## config.mk

```make
export PLATFORM = sky130hd
export DESIGN_NAME = dual_recloser_sequencer
export DESIGN_NICKNAME = d
export VERILOG_FILES = /design/src/verilog/reclose_pkg.sv /design/src/verilog/dual_recloser_sequencer.sv /design/src/verilog/interval_timer.sv /design/src/verilog/shot_counter.sv
export SDC_FILE = /design/constraint.sdc
export NUM_CORES = 1
export LEC_CHECK = 0
export ABC_AREA = 1
export BUFFER_PORTS_ARGS = -buffer_cell sky130_fd_sc_hd__buf_2
export CORE_MARGIN = 8
export CORE_UTILIZATION = 30
export DETAILED_ROUTE_END_ITERATION = 12
export GPL_ROUTABILITY_DRIVEN = 0
export HOLD_SLACK_MARGIN = 0.06
export PLACE_DENSITY = 0.45
export SYNTH_ARGS = -nofsm -noshare
export SYNTH_HDL_FRONTEND = slang
export SYNTH_HIERARCHICAL = 1
export SYNTH_SLANG_ARGS = --single-unit
export TNS_END_PERCENT = 50
```

## constraint.sdc

```tcl
create_clock -name clk_sys -period 3.7 [get_ports clk_sys]
set_clock_uncertainty 0.1 [all_clocks]
set_input_delay 0.37 -clock clk_sys [delete_from_list [all_inputs] [get_ports clk_sys]]
set_output_delay 0.37 -clock clk_sys [all_outputs]
set_load 0.02 [all_outputs]
```

## src/verilog/reclose_pkg.sv

```systemverilog
// Constants, types and register map of the dual recloser sequencer.
// Assumes a single 25 MHz system clock and an APB register bus.
package reclose_pkg;

    // ****************************************
    // Timing
    // ****************************************
    localparam int CLK_HZ        = 25_000_000;
    localparam int CYC_PER_MS    = CLK_HZ / 1000;
    localparam int T_RCL_1PH_MS  = 500;
    localparam int T_RCL_3PH1_MS = 800;
    localparam int T_RCL_3PHN_MS = 1000;
    localparam int T_SEC1_MS     = 2000;
    localparam int T_SEC2_MS     = 2000;
    localparam int T_MAN_SEC_MS  = 3000;
    localparam int RCL_1PH_CYC   = T_RCL_1PH_MS * CYC_PER_MS;
    localparam int RCL_3PH1_CYC  = T_RCL_3PH1_MS * CYC_PER_MS;
    localparam int RCL_3PHN_CYC  = T_RCL_3PHN_MS * CYC_PER_MS;
    localparam int SEC1_CYC      = T_SEC1_MS * CYC_PER_MS;
    localparam int SEC2_CYC      = T_SEC2_MS * CYC_PER_MS;
    localparam int MAN_SEC_CYC   = T_MAN_SEC_MS * CYC_PER_MS;
    localparam int MAX_SHOTS     = 4;
    localparam int CNT_W         = 4;

    // ****************************************
    // Register map
    // ****************************************
    localparam logic [7:0] OFS_CTRL     = 8'h00;
    localparam logic [7:0] OFS_STATUS   = 8'h04;
    localparam logic [7:0] OFS_COUNT    = 8'h08;
    localparam logic [7:0] OFS_IRQ_STAT = 8'h0c;
    localparam logic [7:0] OFS_IRQ_EN   = 8'h10;
    localparam logic [7:0] OFS_IRQ_CLR  = 8'h14;

    localparam int CTRL_MODE_LSB = 0;
    localparam int CTRL_EN_BIT   = 2;
    localparam int CTRL_CLR_BIT  = 3;
    localparam logic [2:0] CTRL_RESET = 3'h4;

    localparam int IRQ_W        = 4;
    localparam int IRQ_RECLOSE  = 0;
    localparam int IRQ_LOCKOUT  = 1;
    localparam int IRQ_SUCCESS  = 2;
    localparam int IRQ_TAKEOVER = 3;

    typedef enum logic [1:0] {
        MODE_1P3P = 2'h0,
        MODE_3P   = 2'h1,
        MODE_DEP  = 2'h2
    } mode_t;

    typedef enum logic [2:0] {
        ST_IDLE,
        ST_DEAD,
        ST_SECURE,
        ST_LOCK,
        ST_MANUAL
    } state_t;

endpackage

```

## src/verilog/dual_recloser_sequencer.sv

```systemverilog
// Master and slave automatic reclose sequencer for two breakers with APB registers.
// Assumes trip and breaker inputs synchronous to clk_sys; APB with no wait states.
`timescale 1ns/1ns
module dual_recloser_sequencer
    import reclose_pkg::*;
#(
    parameter int RCL_1PH_T  = RCL_1PH_CYC,
    parameter int RCL_3PH1_T = RCL_3PH1_CYC,
    parameter int RCL_3PHN_T = RCL_3PHN_CYC,
    parameter int SEC1_T     = SEC1_CYC,
    parameter int SEC2_T     = SEC2_CYC,
    parameter int MAN_SEC_T  = MAN_SEC_CYC
) (
    input  wire logic        clk_sys,
    input  wire logic        reset_n,
    input  wire logic        psel,
    input  wire logic        penable,
    input  wire logic        pwrite,
    input  wire logic [7:0]  paddr,
    input  wire logic [31:0] pwdata,
    output logic [31:0]      prdata_r,
    output logic             pready_r,
    output logic             pslverr_r,
    input  wire logic        external_trip_activation,
    input  wire logic        three_phase_trip_activation,
    input  wire logic        breaker1_closed,
    input  wire logic        breaker2_closed,
    input  wire logic        counter_reset_in,
    output logic             seq_master_r,
    output logic             seq_slave_r,
    output logic             slave_wait_r,
    output logic             sec_time2_r,
    output logic             lockout_r,
    output logic             lockout_definite_r,
    output logic             reclose_master_r,
    output logic             reclose_slave_r,
    output logic             irq_r
);
    state_t             state_r;
    logic [1:0]         mode_r;
    logic               enable_r;
    logic               cnt_clear_r;
    logic               trip_d_r;
    logic               trip_evt;
    logic               trip_3ph;
    logic               first_3ph_r;
    logic               shot_3ph_r;
    logic               slave_active_r;
    logic [2:0]         attempt_r;
    logic [2:0]         max_shots;
    logic               both_closed;
    logic               tmr_start;
    logic [31:0]        tmr_load;
    logic               tmr_done;
    logic [IRQ_W-1:0]   irq_stat_r;
    logic [IRQ_W-1:0]   irq_en_r;
    logic [IRQ_W-1:0]   irq_evt;
    logic [IRQ_W-1:0]   irq_clr;
    logic               lockout_d_r;
    logic               slave_active_d_r;
    logic               wr_en;
    logic               setup;
    logic [CNT_W-1:0]   m_1ph;
    logic [CNT_W-1:0]   m_3ph;
    logic [CNT_W-1:0]   s_1ph;
    logic [CNT_W-1:0]   s_3ph;

    // ****************************************
    // Trip decode
    // ****************************************
    assign trip_evt    = external_trip_activation && !trip_d_r;
    assign trip_3ph    = three_phase_trip_activation || (mode_r == MODE_3P);
    assign both_closed = breaker1_closed && breaker2_closed;
    assign max_shots   = (mode_r == MODE_DEP && first_3ph_r) ? 3'h1 : 3'(MAX_SHOTS);

    always_ff @(posedge clk_sys) begin
        if (!reset_n) begin
            trip_d_r <= 1'b0;
        end else begin
            trip_d_r <= external_trip_activation;
        end
    end

    // ****************************************
    // Timer control
    // ****************************************
    always_comb begin
        tmr_start = 1'b0;
        tmr_load  = 32'h0000_0001;
        case (state_r)
            ST_IDLE: begin
                if (trip_evt && enable_r) begin
                    tmr_start = 1'b1;
                    tmr_load  = trip_3ph ? 32'(RCL_3PH1_T) : 32'(RCL_1PH_T);
                end
            end
            ST_DEAD: begin
                if (tmr_done) begin
                    tmr_start = 1'b1;
                    tmr_load  = sec_time2_r ? 32'(SEC2_T) : 32'(SEC1_T);
                end
            end
            ST_SECURE: begin
                if (trip_evt && attempt_r < max_shots) begin
                    tmr_start = 1'b1;
                    tmr_load  = 32'(RCL_3PHN_T);
                end
            end
            ST_LOCK: begin
                if (both_closed) begin
                    tmr_start = 1'b1;
                    tmr_load  = 32'(MAN_SEC_T);
                end
            end
            default: begin
                tmr_start = 1'b0;
            end
        endcase
    end

    interval_timer #(
        .W (32)
    ) u_timer (
        .clk_sys (clk_sys),
        .reset_n (reset_n),
        .start   (tmr_start),
        .load    (tmr_load),
        .done    (tmr_done)
    );

    // ****************************************
    // Sequencer
    // ****************************************
    always_ff @(posedge clk_sys) begin
        if (!reset_n) begin
            state_r            <= ST_IDLE;
            seq_master_r       <= 1'b0;
            seq_slave_r        <= 1'b0;
            slave_wait_r       <= 1'b0;
            sec_time2_r        <= 1'b0;
            lockout_r          <= 1'b0;
            lockout_definite_r <= 1'b0;
            reclose_master_r   <= 1'b0;
            reclose_slave_r    <= 1'b0;
            first_3ph_r        <= 1'b0;
            shot_3ph_r         <= 1'b0;
            slave_active_r     <= 1'b0;
            attempt_r          <= 3'h0;
        end else begin
            reclose_master_r <= 1'b0;
            reclose_slave_r  <= 1'b0;
            case (state_r)
                ST_IDLE: begin
                    if (trip_evt && enable_r) begin
                        state_r        <= ST_DEAD;
                        seq_master_r   <= 1'b1;
                        seq_slave_r    <= 1'b1;
                        slave_wait_r   <= 1'b1;
                        sec_time2_r    <= 1'b0;
                        slave_active_r <= 1'b0;
                        attempt_r      <= 3'h1;
                        first_3ph_r    <= trip_3ph;
                        shot_3ph_r     <= trip_3ph;
                    end
                end
                ST_DEAD: begin
                    if (tmr_done) begin
                        state_r <= ST_SECURE;
                        if (slave_active_r) begin
                            reclose_slave_r <= 1'b1;
                        end else begin
                            reclose_master_r <= 1'b1;
                        end
                    end
                end
                ST_SECURE: begin
                    if (trip_evt) begin
                        if (attempt_r >= max_shots) begin
                            state_r            <= ST_LOCK;
                            lockout_r          <= 1'b1;
                            lockout_definite_r <= 1'b1;
                            seq_master_r       <= 1'b0;
                            seq_slave_r        <= 1'b0;
                            slave_wait_r       <= 1'b0;
                        end else begin
                            state_r    <= ST_DEAD;
                            attempt_r  <= attempt_r + 3'h1;
                            shot_3ph_r <= 1'b1;
                            if (tmr_done && !slave_active_r) begin
                                slave_active_r <= 1'b1;
                                sec_time2_r    <= 1'b1;
                                slave_wait_r   <= 1'b0;
                            end
                        end
                    end else if (tmr_done) begin
                        state_r      <= ST_IDLE;
                        seq_master_r <= 1'b0;
                        seq_slave_r  <= 1'b0;
                        slave_wait_r <= 1'b0;
                        sec_time2_r  <= 1'b0;
                    end
                end
                ST_LOCK: begin
                    if (both_closed) begin
                        state_r <= ST_MANUAL;
                    end
                end
                ST_MANUAL: begin
                    if (!both_closed) begin
                        state_r <= ST_LOCK;
                    end else if (tmr_done) begin
                        state_r            <= ST_IDLE;
                        lockout_r          <= 1'b0;
                        lockout_definite_r <= 1'b0;
                        sec_time2_r        <= 1'b0;
                    end
                end
                default: begin
                    state_r <= ST_IDLE;
                end
            endcase
        end
    end

    // ****************************************
    // Shot counters
    // ****************************************
    shot_counter #(
        .W (CNT_W)
    ) u_master_cnt (
        .clk_sys   (clk_sys),
        .reset_n   (reset_n),
        .clear     (cnt_clear_r),
        .incr      (reclose_master_r),
        .is_3ph    (shot_3ph_r),
        .cnt_1ph_r (m_1ph),
        .cnt_3ph_r (m_3ph)
    );

    shot_counter #(
        .W (CNT_W)
    ) u_slave_cnt (
        .clk_sys   (clk_sys),
        .reset_n   (reset_n),
        .clear     (cnt_clear_r),
        .incr      (reclose_slave_r),
        .is_3ph    (shot_3ph_r),
        .cnt_1ph_r (s_1ph),
        .cnt_3ph_r (s_3ph)
    );

    // ****************************************
    // Interrupts
    // ****************************************
    assign irq_evt[IRQ_RECLOSE]  = reclose_master_r || reclose_slave_r;
    assign irq_evt[IRQ_LOCKOUT]  = lockout_r && !lockout_d_r;
    assign irq_evt[IRQ_SUCCESS]  = (state_r == ST_SECURE) && tmr_done && !trip_evt;
    assign irq_evt[IRQ_TAKEOVER] = slave_active_r && !slave_active_d_r;
    assign irq_clr = (wr_en && paddr == OFS_IRQ_CLR) ? pwdata[IRQ_W-1:0] : '0;

    always_ff @(posedge clk_sys) begin
        if (!reset_n) begin
            irq_stat_r       <= '0;
            irq_r            <= 1'b0;
            lockout_d_r      <= 1'b0;
            slave_active_d_r <= 1'b0;
        end else begin
            lockout_d_r      <= lockout_r;
            slave_active_d_r <= slave_active_r;
            irq_stat_r <= (irq_stat_r & ~irq_clr) | irq_evt;
            irq_r      <= |(((irq_stat_r & ~irq_clr) | irq_evt) & irq_en_r);
        end
    end

    // ****************************************
    // APB slave
    // ****************************************
    assign setup = psel && !penable;
    assign wr_en = psel && penable && pready_r && pwrite;

    always_ff @(posedge clk_sys) begin
        if (!reset_n) begin
            pready_r  <= 1'b0;
            pslverr_r <= 1'b0;
            prdata_r  <= 32'h0000_0000;
        end else begin
            pready_r  <= setup;
            pslverr_r <= setup && !(paddr == OFS_CTRL || paddr == OFS_STATUS || paddr == OFS_COUNT
                         || paddr == OFS_IRQ_STAT || paddr == OFS_IRQ_EN || paddr == OFS_IRQ_CLR);
            if (setup && !pwrite) begin
                case (paddr)
                    OFS_CTRL:     prdata_r <= {29'h0, enable_r, mode_r};
                    OFS_STATUS:   prdata_r <= {21'h0, attempt_r, 1'b0, slave_active_r, slave_wait_r,
                                               sec_time2_r, lockout_definite_r, lockout_r, seq_slave_r,
                                               seq_master_r};
                    OFS_COUNT:    prdata_r <= {16'h0, s_3ph, s_1ph, m_3ph, m_1ph};
                    OFS_IRQ_STAT: prdata_r <= {28'h0, irq_stat_r};
                    OFS_IRQ_EN:   prdata_r <= {28'h0, irq_en_r};
                    default:      prdata_r <= 32'h0000_0000;
                endcase
            end
        end
    end

    always_ff @(posedge clk_sys) begin
        if (!reset_n) begin
            mode_r      <= CTRL_RESET[1:0];
            enable_r    <= CTRL_RESET[CTRL_EN_BIT];
            irq_en_r    <= '0;
            cnt_clear_r <= 1'b0;
        end else begin
            cnt_clear_r <= counter_reset_in;
            if (wr_en && paddr == OFS_CTRL) begin
                mode_r      <= pwdata[CTRL_MODE_LSB +: 2];
                enable_r    <= pwdata[CTRL_EN_BIT];
                cnt_clear_r <= pwdata[CTRL_CLR_BIT] || counter_reset_in;
            end
            if (wr_en && paddr == OFS_IRQ_EN) begin
                irq_en_r <= pwdata[IRQ_W-1:0];
            end
        end
    end

    // ****************************************
    // Checks
    // ****************************************
    a_trip_starts: assert property (@(posedge clk_sys) disable iff (!reset_n)
        state_r == ST_IDLE && trip_evt && enable_r |=> seq_master_r && seq_slave_r && slave_wait_r)
        else $error("sequence not started by trip");
    a_single_first: assert property (@(posedge clk_sys) disable iff (!reset_n)
        state_r == ST_IDLE && trip_evt && enable_r && !three_phase_trip_activation && mode_r != MODE_3P
        |=> !shot_3ph_r)
        else $error("single-phase trip not taken as single-phase");
    a_master_shot: assert property (@(posedge clk_sys) disable iff (!reset_n)
        state_r == ST_DEAD && tmr_done && !slave_active_r |=> reclose_master_r && slave_wait_r)
        else $error("master did not reclose");
    a_attempt_cap: assert property (@(posedge clk_sys) disable iff (!reset_n)
        attempt_r <= 3'(MAX_SHOTS))
        else $error("attempt count above limit");
    a_lock_drops: assert property (@(posedge clk_sys) disable iff (!reset_n)
        lockout_r |-> !seq_master_r && !seq_slave_r && !reclose_master_r && !reclose_slave_r)
        else $error("lockout with sequence active");
    a_lock_release: assert property (@(posedge clk_sys) disable iff (!reset_n)
        state_r == ST_MANUAL && both_closed && tmr_done |=> !lockout_r && !lockout_definite_r)
        else $error("lockout not released");
    a_later_3ph: assert property (@(posedge clk_sys) disable iff (!reset_n)
        state_r == ST_DEAD && attempt_r > 3'h1 |-> shot_3ph_r)
        else $error("later attempt not three-phase");
    a_slave_quiet: assert property (@(posedge clk_sys) disable iff (!reset_n)
        !slave_active_r && !cnt_clear_r ##1 !slave_active_r |-> $stable(s_1ph) && $stable(s_3ph))
        else $error("slave counted without takeover");
    a_takeover: assert property (@(posedge clk_sys) disable iff (!reset_n)
        state_r == ST_SECURE && trip_evt && tmr_done && attempt_r < max_shots && !slave_active_r
        |=> sec_time2_r && slave_active_r && state_r == ST_DEAD)
        else $error("slave takeover failed");
    a_slave_shot: assert property (@(posedge clk_sys) disable iff (!reset_n)
        state_r == ST_DEAD && tmr_done && slave_active_r |=> reclose_slave_r && !reclose_master_r)
        else $error("slave did not reclose after takeover");
    a_3ph_only: assert property (@(posedge clk_sys) disable iff (!reset_n)
        first_3ph_r && state_r != ST_IDLE |-> shot_3ph_r)
        else $error("single-phase shot in three-phase sequence");
    a_dep_lock: assert property (@(posedge clk_sys) disable iff (!reset_n)
        mode_r == MODE_DEP && first_3ph_r && state_r == ST_SECURE && trip_evt |=> lockout_r)
        else $error("dependent mode did not lock out");
    a_master_step: assert property (@(posedge clk_sys) disable iff (!reset_n)
        reclose_master_r && !cnt_clear_r && m_3ph != '1 && m_1ph != '1
        |=> (m_1ph + m_3ph) == $past(m_1ph + m_3ph) + 1'b1)
        else $error("master counters not stepped by one");
endmodule

```

## src/verilog/interval_timer.sv

```systemverilog
// Loadable down counter flagging the last cycle of an interval.
// Assumes load values of at least one.
`timescale 1ns/1ns
module interval_timer #(
    parameter int W = 32
) (
    input  wire logic         clk_sys,
    input  wire logic         reset_n,
    input  wire logic         start,
    input  wire logic [W-1:0] load,
    output logic              done
);
    logic [W-1:0] cnt_r;

    // ****************************************
    // Counter
    // ****************************************
    always_ff @(posedge clk_sys) begin
        if (!reset_n) begin
            cnt_r <= '0;
        end else if (start) begin
            cnt_r <= load;
        end else if (cnt_r != '0) begin
            cnt_r <= cnt_r - 1'b1;
        end
    end

    assign done = (cnt_r == {{(W-1){1'b0}}, 1'b1});

    a_timer_ends: assert property (@(posedge clk_sys) disable iff (!reset_n)
        done |=> cnt_r == '0 || $past(start))
        else $error("timer did not end after done");
endmodule

```

## src/verilog/shot_counter.sv

```systemverilog
// Single-phase and three-phase shot counters of one recloser.
// Assumes incr is a one-cycle pulse.
`timescale 1ns/1ns
module shot_counter #(
    parameter int W = 4
) (
    input  wire logic         clk_sys,
    input  wire logic         reset_n,
    input  wire logic         clear,
    input  wire logic         incr,
    input  wire logic         is_3ph,
    output logic [W-1:0]      cnt_1ph_r,
    output logic [W-1:0]      cnt_3ph_r
);
    // ****************************************
    // Counters
    // ****************************************
    always_ff @(posedge clk_sys) begin
        if (!reset_n || clear) begin
            cnt_1ph_r <= '0;
            cnt_3ph_r <= '0;
        end else if (incr) begin
            if (is_3ph && cnt_3ph_r != '1) begin
                cnt_3ph_r <= cnt_3ph_r + 1'b1;
            end else if (!is_3ph && cnt_1ph_r != '1) begin
                cnt_1ph_r <= cnt_1ph_r + 1'b1;
            end
        end
    end

    a_clear_zeroes: assert property (@(posedge clk_sys) disable iff (!reset_n)
        clear |=> cnt_1ph_r == '0 && cnt_3ph_r == '0)
        else $error("counters not cleared");
    a_one_counter: assert property (@(posedge clk_sys) disable iff (!reset_n)
        incr && !clear && is_3ph |=> $stable(cnt_1ph_r))
        else $error("wrong counter stepped");
endmodule

```

==> results.sh, run 1 <==
export IMPL_critical_path_endpoint_type="register"
export IMPL_yosysSeqAreaShare=0.334
export IMPL_fillers=2158
export IMPL_start_util=0.303
export IMPL_gr_total_overflow=0
export IMPL_worstSkewPairLatency_ns=0.36
export IMPL_share_comb_of_total_power=0.448
export IMPL_layout_drive_gt1_share=0.156
export IMPL_rows=51
export IMPL_synth_area_um2=5810
export IMPL_ant_nets=0
export IMPL_cts_setup_buffers=0
export IMPL_status="complete, no violations"
export IMPL_io_pins=93
export IMPL_avgSynthCellArea_um2=6.39
export IMPL_htree_levels=3
export IMPL_place_port_buffers=48
export IMPL_vias_per_cell=4.43
export IMPL_grt_max_degree=51
export IMPL_fin_hold_ws_ns=0.120
export IMPL_fp_dieW_um=155
export IMPL_path_class="reg -> reg"
export IMPL_pwr_share_clk=0.231
export IMPL_place_hpwl_um=12600
export IMPL_ys_ff_latch=97
export IMPL_setup_viol_count_final=0
export IMPL_first_global_vias=5423
export IMPL_finalHoldViolations=0
export IMPL_swShare=0.453
export IMPL_finalCritPeriodShare=0.853
export IMPL_coreArea_um2=19200
export IMPL_drc=0
export IMPL_synth_async_reset_ratio=0
export IMPL_synth_ff_type="dfxtp_1"
export IMPL_crit_top_cell="nor2_1"
export IMPL_clockBufferDepth=2
export IMPL_cts_root_buf="clkbuf_16"
export IMPL_cts_resized=0
export IMPL_critPathMaxStageDelay_ns=0.49
export IMPL_fin_util=0.344
export IMPL_post_route_min_period_ns=3.16
export IMPL_fmax_mhz=317
export IMPL_numClockSinks=97
export IMPL_cts_tree="yes"
export IMPL_cap_violations=0
export IMPL_seqPwrFrac=0.321
export IMPL_crit_fanout=50
export IMPL_rsz0062_at_grt="no"
export IMPL_power_internal_mw=2.38
export IMPL_cp_startpoint="u_timer/cnt_r[16]$_SDFFE_PN0P_"
export IMPL_die_h_um=155
export IMPL_num_vias=5464
export IMPL_slew_violations=0
export IMPL_yosys_warnings=6
export IMPL_power_leakage_nw=3.02
export IMPL_switchingPower_mw=1.97
export IMPL_cts_clk_slew_worst_paths_ns=0.07
export IMPL_r2r_start="u_timer/cnt_r[16]$_SDFFE_PN0P_"
export IMPL_p_per_area_nw_per_um2=658
export IMPL_syn_to_final_growth_pct=13.6
export IMPL_fin_area_um2=6600
export IMPL_hold_buffers=0
export IMPL_synth_edf_count=0
export IMPL_arrival_ns=3.28
export IMPL_die_area_um2=24100
export IMPL_required_ns=3.83
export IMPL_post_drt_wl_per_cell_um=13.7
export IMPL_final_nets=1022
export IMPL_crit_chain="nor2_1 -> nand2_1 -> nor2_1 -> nand2_1 -> nor3_1 -> inv_1 -> nor2_1 -> nor2_2 -> inv_1 -> inv_1 -> buf_4 -> or2_2 -> nand3_1 -> nor2_1"
export IMPL_drt_wl_total_um=16900
export IMPL_peakVddDrop_uv=242
export IMPL_crit_slowest_cell="nor3_1"
export IMPL_tns_ns=0
export IMPL_numCtsBuffers=9
export IMPL_synth_distinct_cells=41
export IMPL_syn_instance_count=909
export IMPL_grt_pass1_wl_um=27900
export IMPL_antenna_cells=0
export IMPL_grt_util_all_layers=0.146
export IMPL_tightest_slew_ns=0.682
export IMPL_antenna_found_initial=0
export IMPL_dpl_cell_area_um2=6290
export IMPL_worstSetupStartpointType="register"
export IMPL_drt_iter0_markers=272
export IMPL_min_path_type="in -> reg"
export IMPL_final_cell_mix="nand2_1, nor2_1, dfxtp_1, inv_1, nand3_1"
export IMPL_layout_commonest_cell="nand2_1"
export IMPL_relSlewSlack=0.543
export IMPL_min_delay_start="external_trip_activation"
export IMPL_drtPass1Iterations=4
[per-stage QoR]
stage	std cells	setup WS, ns	total power [mW]
6_report	1233	0.544	4.35
2_1_floorplan	934	1.19	2.91
5_1_grt	1233	0.276	4.75
3_3_place_gp	1217	0.620	3.38
3_5_place_dp	1217	0.578	3.38
4_1_cts	1233	0.559	4.41
[registers in the layout, indices dropped and copies added (netlist names), 2 cells and up]
signal	flops
attempt_r	3
irq_en_r	4
irq_stat_r	4
mode_r	2
prdata_r	16
state_r	3
u_master_cnt/cnt_1ph_r	4
u_master_cnt/cnt_3ph_r	4
u_slave_cnt/cnt_1ph_r	4
u_slave_cnt/cnt_3ph_r	4
u_timer/cnt_r	32
[routing by layer]
metal | up-vias | wire length [µm] | global-route usage
li1 | 2965 | - | -
met1 | 2408 | 8120 | 0.184
met2 | 77 | 7880 | 0.244
met3 | 14 | 610 | 0.0369
met4 | 0 | 253 | 0.0384
met5 | - | 0 | 0
[power by group through the flow]
stage | registers [mW] | logic [mW] | clock network (mW)
detailed placement | 1.42 | 1.96 | 0
floorplan | 1.37 | 1.54 | 0
finish | 1.39 | 1.95 | 1.00
CTS | 1.39 | 1.97 | 1.04
global placement | 1.42 | 1.96 | 0
global route | 1.42 | 2.24 | 1.08
[layout make-up]
type	count	area, µm²	area share
Clock inverter	7	83.8	0.0127
Sequential cell	97	1940	0.294
Multi-Input combinational cell	704	3360	0.509
Inverter	98	379	0.0575
Clock buffer	9	225	0.0341
Tap cell	265	332	0.0502
Timing Repair Buffer	53	278	0.0421
[kinds of logic after synthesis]
group | Yosys count | synth area share
AO/OA/AOI/OAI | 104 | 0.0935
XOR/XNOR | 5 | 0.00754
adder cells (fa/ha/maj) | 9 | 0.0194
flip-flops | 97 | 0.334
other | 1 | 0.000645
buffers and inverters | 133 | 0.104
AND/OR/NAND/NOR | 560 | 0.441
[worst paths after layout]
kind                                                       end  cells after the start  slack [ns]
worst max-delay path            u_timer/cnt_r[14]$_SDFFE_PN0P_                     14        0.54
worst min-delay path                       trip_d_r$_SDFF_PN0_                      3        0.12
worst max register to register  u_timer/cnt_r[14]$_SDFFE_PN0P_                     14        0.54
worst min register to register        prdata_r[0]$_SDFFE_PN0P_                      2        0.37
[critical path, delay by kind of cell (launching register included)]
kind | cells | cell delay [ns]
buffers and inverters | 4 | 0.64
AND/OR/NAND/NOR | 10 | 1.91
flip-flops | 1 | 0.35
[synth_stat cells (4+ instances only)]
cell / n / share of area
ha_1: 9 / 0.019
nor2_2: 15 / 0.016
nand2_1: 218 / 0.14
nor3_1: 7 / 0.0060
nor2_1: 176 / 0.11
nand4_1: 21 / 0.023
inv_4: 4 / 0.0043
a31oi_1: 4 / 0.0043
nand2_4: 9 / 0.017
or2_2: 7 / 0.0075
nand3b_1: 5 / 0.0065
nor2_4: 11 / 0.021
clkbuf_1: 8 / 0.0052
buf_4: 19 / 0.025
dfxtp_1: 97 / 0.33
o21ai_0: 40 / 0.034
o21ai_1: 11 / 0.0095
inv_2: 16 / 0.010
a21oi_1: 44 / 0.038
inv_1: 75 / 0.048
buf_2: 5 / 0.0043
nand3_1: 73 / 0.063
xor2_1: 4 / 0.0060
nand2_2: 10 / 0.011
No activity file was read; power rests on OpenSTA's default activity.
==> run 2: changes to the inputs <==
BUFFER_PORTS_ARGS = default   (was -buffer_cell sky130_fd_sc_hd__buf_2)
DONT_BUFFER_PORTS = 1   (was default)
PLACE_DENSITY = 0.41   (was 0.45)
==> run 2 against run 1 <==
Sequential cell count stayed put. Die area did not move. Design area is 3.4% lower. Critical endpoint is now u_timer/cnt_r[17]$_SDFFE_PN0P_. Worst setup slack worse by 0.038 ns. Highest routed layer unchanged.
==> results.sh, run 2 (synthesized netlist as in run 1, its figures left out) <==
export IMPL_status="complete, no violations"
export IMPL_tightest_slew_ns=0.916
export IMPL_antenna_cells=0
export IMPL_rr_worst_depth=14
export IMPL_grt_max_degree=52
export IMPL_fp_dieW_um=155
export IMPL_coreArea_um2=19200
export IMPL_min_delay_start="pwdata[0]"
export IMPL_critical_path_endpoint_type="register"
export IMPL_post_drt_wl_per_cell_um=14.7
export IMPL_r2r_start="u_timer/cnt_r[16]$_SDFFE_PN0P_"
export IMPL_cpLargestDelayFamily="simple AND/OR/NAND/NOR gates"
export IMPL_htree_levels=3
export IMPL_io_pins=93
export IMPL_num_vias=5388
export IMPL_crit_fanout=51
export IMPL_reg2reg_slack_ns=0.51
export IMPL_vias_per_cell=4.53
export IMPL_layout_drive_gt1_share=0.109
export IMPL_drc=0
export IMPL_syn_to_final_growth_pct=9.75
export IMPL_grt_use_met2=0.249
export IMPL_hold_depth=2
export IMPL_regMostFlops="u_timer/cnt_r"
export IMPL_fin_util=0.332
export IMPL_clockBufferDepth=2
export IMPL_busiest_layer="met2"
export IMPL_die_h_um=155
export IMPL_numCtsBuffers=9
export IMPL_drt_iter0_markers=264
export IMPL_finalHoldViolations=0
export IMPL_finalCritPeriodShare=0.863
export IMPL_peakVddDrop_uv=255
export IMPL_worstSetupStartpointType="register"
export IMPL_setup_viol_count_final=0
export IMPL_post_route_min_period_ns=3.19
export IMPL_place_hpwl_um=12800
export IMPL_die_area_um2=24100
export IMPL_final_cell_mix="nand2_1, nor2_1, dfxtp_1, inv_1, nand3_1"
export IMPL_timing_final_ws_setup_ns=0.506
export IMPL_tns_ns=0
export IMPL_place_port_buffers=0
export IMPL_fillers=2179
export IMPL_slew_violations=0
export IMPL_cap_violations=0
export IMPL_fmax_mhz=313
export IMPL_antenna_found_initial=0
export IMPL_dp_worst_setup_slack_ns=0.516
export IMPL_cts_tree="yes"
export IMPL_drtPass1Iterations=5
export IMPL_fin_hold_ws_ns=0.0738
export IMPL_use_met3=0.0333
export IMPL_largest_reg_flops=32
export IMPL_crit_slowest_cell="nor3_1"
export IMPL_power_leakage_nw=2.78
export IMPL_holdPathEnd="irq_en_r[0]$_SDFFE_PN0P_"
export IMPL_rsz0062_at_grt="no"
export IMPL_final_nets=978
export IMPL_worstSkewPairLatency_ns=0.36
export IMPL_relSlewSlack=0.388
export IMPL_min_path_type="in -> reg"
export IMPL_grt_util_all_layers=0.149
export IMPL_critPathMaxStageDelay_ns=0.51
export IMPL_cts_root_buf="clkbuf_16"
export IMPL_r2r_end="u_timer/cnt_r[17]$_SDFFE_PN0P_"
export IMPL_arrival_ns=3.32
export IMPL_numClockSinks=97
export IMPL_reg_largest_list="u_timer/cnt_r (32), prdata_r (16)"
export IMPL_layout_commonest_cell="nand2_1"
export IMPL_rows=51
export IMPL_multiInputGateArea_um2=3360
export IMPL_crit_chain="nor2_1 -> nand2_1 -> nor2_1 -> nand2_1 -> nor3_1 -> inv_1 -> nor2_1 -> nor2_2 -> inv_1 -> inv_1 -> buf_4 -> or2_2 -> nand3_1 -> nor2_1"
export IMPL_path_class="reg -> reg"
export IMPL_dp_cells=1168
export IMPL_start_util=0.303
export IMPL_first_global_vias=5257
export IMPL_required_ns=3.82
export IMPL_seqCellArea_um2=1940
export IMPL_cp_buffers_inverters=4
export IMPL_p_per_area_nw_per_um2=672
export IMPL_fin_cells=1189
export IMPL_crit_top_cell="nor2_1"
export IMPL_gr_total_overflow=0
export IMPL_use_met1=0.186
export IMPL_ant_nets=0
export IMPL_cts_clk_slew_worst_paths_ns=0.08
export IMPL_drt_wl_total_um=17500
export IMPL_grt_pass1_wl_um=27900
==> run 2: through the flow <==
stage	power, mW	cell area, µm²
after global placement	3.36	6040
after detailed placement	3.36	6040
after global routing	4.68	6380
after CTS	4.34	6380
after floorplan	2.91	5900
final	4.29	6380
==> run 2: worst reg2reg max path, cell delays in order (launching register included) <==
cell     delay, ns
dfxtp_1       0.34
nor2_1        0.19
nand2_1       0.13
nor2_1        0.11
nand2_1       0.20
nor3_1        0.51
inv_1         0.25
nor2_1        0.25
nor2_2        0.08
inv_1         0.09
inv_1         0.04
buf_4         0.28
or2_2         0.36
nand3_1       0.08
nor2_1        0.04
==> run 2: what timing repair did <==
item,4_1_cts,5_1_grt
gates resized for setup,0,0
hold endpoints to repair,21,0
setup endpoints to repair,0,0
hold buffers,5,0
buffers inserted,0,0
==> run 2: power breakdown <==
group          leakage [nW]  total (mW)  internal [mW]  switching, mW
Combinational          1.86        1.91          0.614           1.30
Sequential            0.791        1.42           1.21          0.210
Clock                 0.138       0.955          0.474          0.481
Total                  2.78        4.29           2.30           1.99
==> run 2: routing by layer <==
layer	part of all wire	vias to the layer above
li1	-	2872
met1	0.46	2413
met2	0.47	86
met3	0.048	17
met4	0.019	0
met5	0	-
==> run 2: how the worst max path moves through the flow <==
stage,slack (ns),from,cells past startpoint,endpoint
after global placement,0.53,u_timer/cnt_r[16]$_SDFFE_PN0P_,14,u_timer/cnt_r[14]$_SDFFE_PN0P_
after CTS,0.50,u_timer/cnt_r[16]$_SDFFE_PN0P_,14,u_timer/cnt_r[17]$_SDFFE_PN0P_
after detailed placement,0.52,u_timer/cnt_r[16]$_SDFFE_PN0P_,14,u_timer/cnt_r[14]$_SDFFE_PN0P_
after floorplan,1.19,u_timer/cnt_r[22]$_SDFFE_PN0P_,15,u_timer/cnt_r[15]$_SDFFE_PN0P_
after global routing,0.06,u_timer/cnt_r[16]$_SDFFE_PN0P_,14,u_timer/cnt_r[13]$_SDFFE_PN0P_
final,0.51,u_timer/cnt_r[16]$_SDFFE_PN0P_,14,u_timer/cnt_r[17]$_SDFFE_PN0P_
==> run 2: layout make-up <==
type,count,area share
flip-flops and latches,97,0.304
inverters,98,0.0594
well taps,265,0.0520
multi-input cells,704,0.527
clock inverters,6,0.00883
repair buffers,9,0.0126
clock buffers,10,0.0359
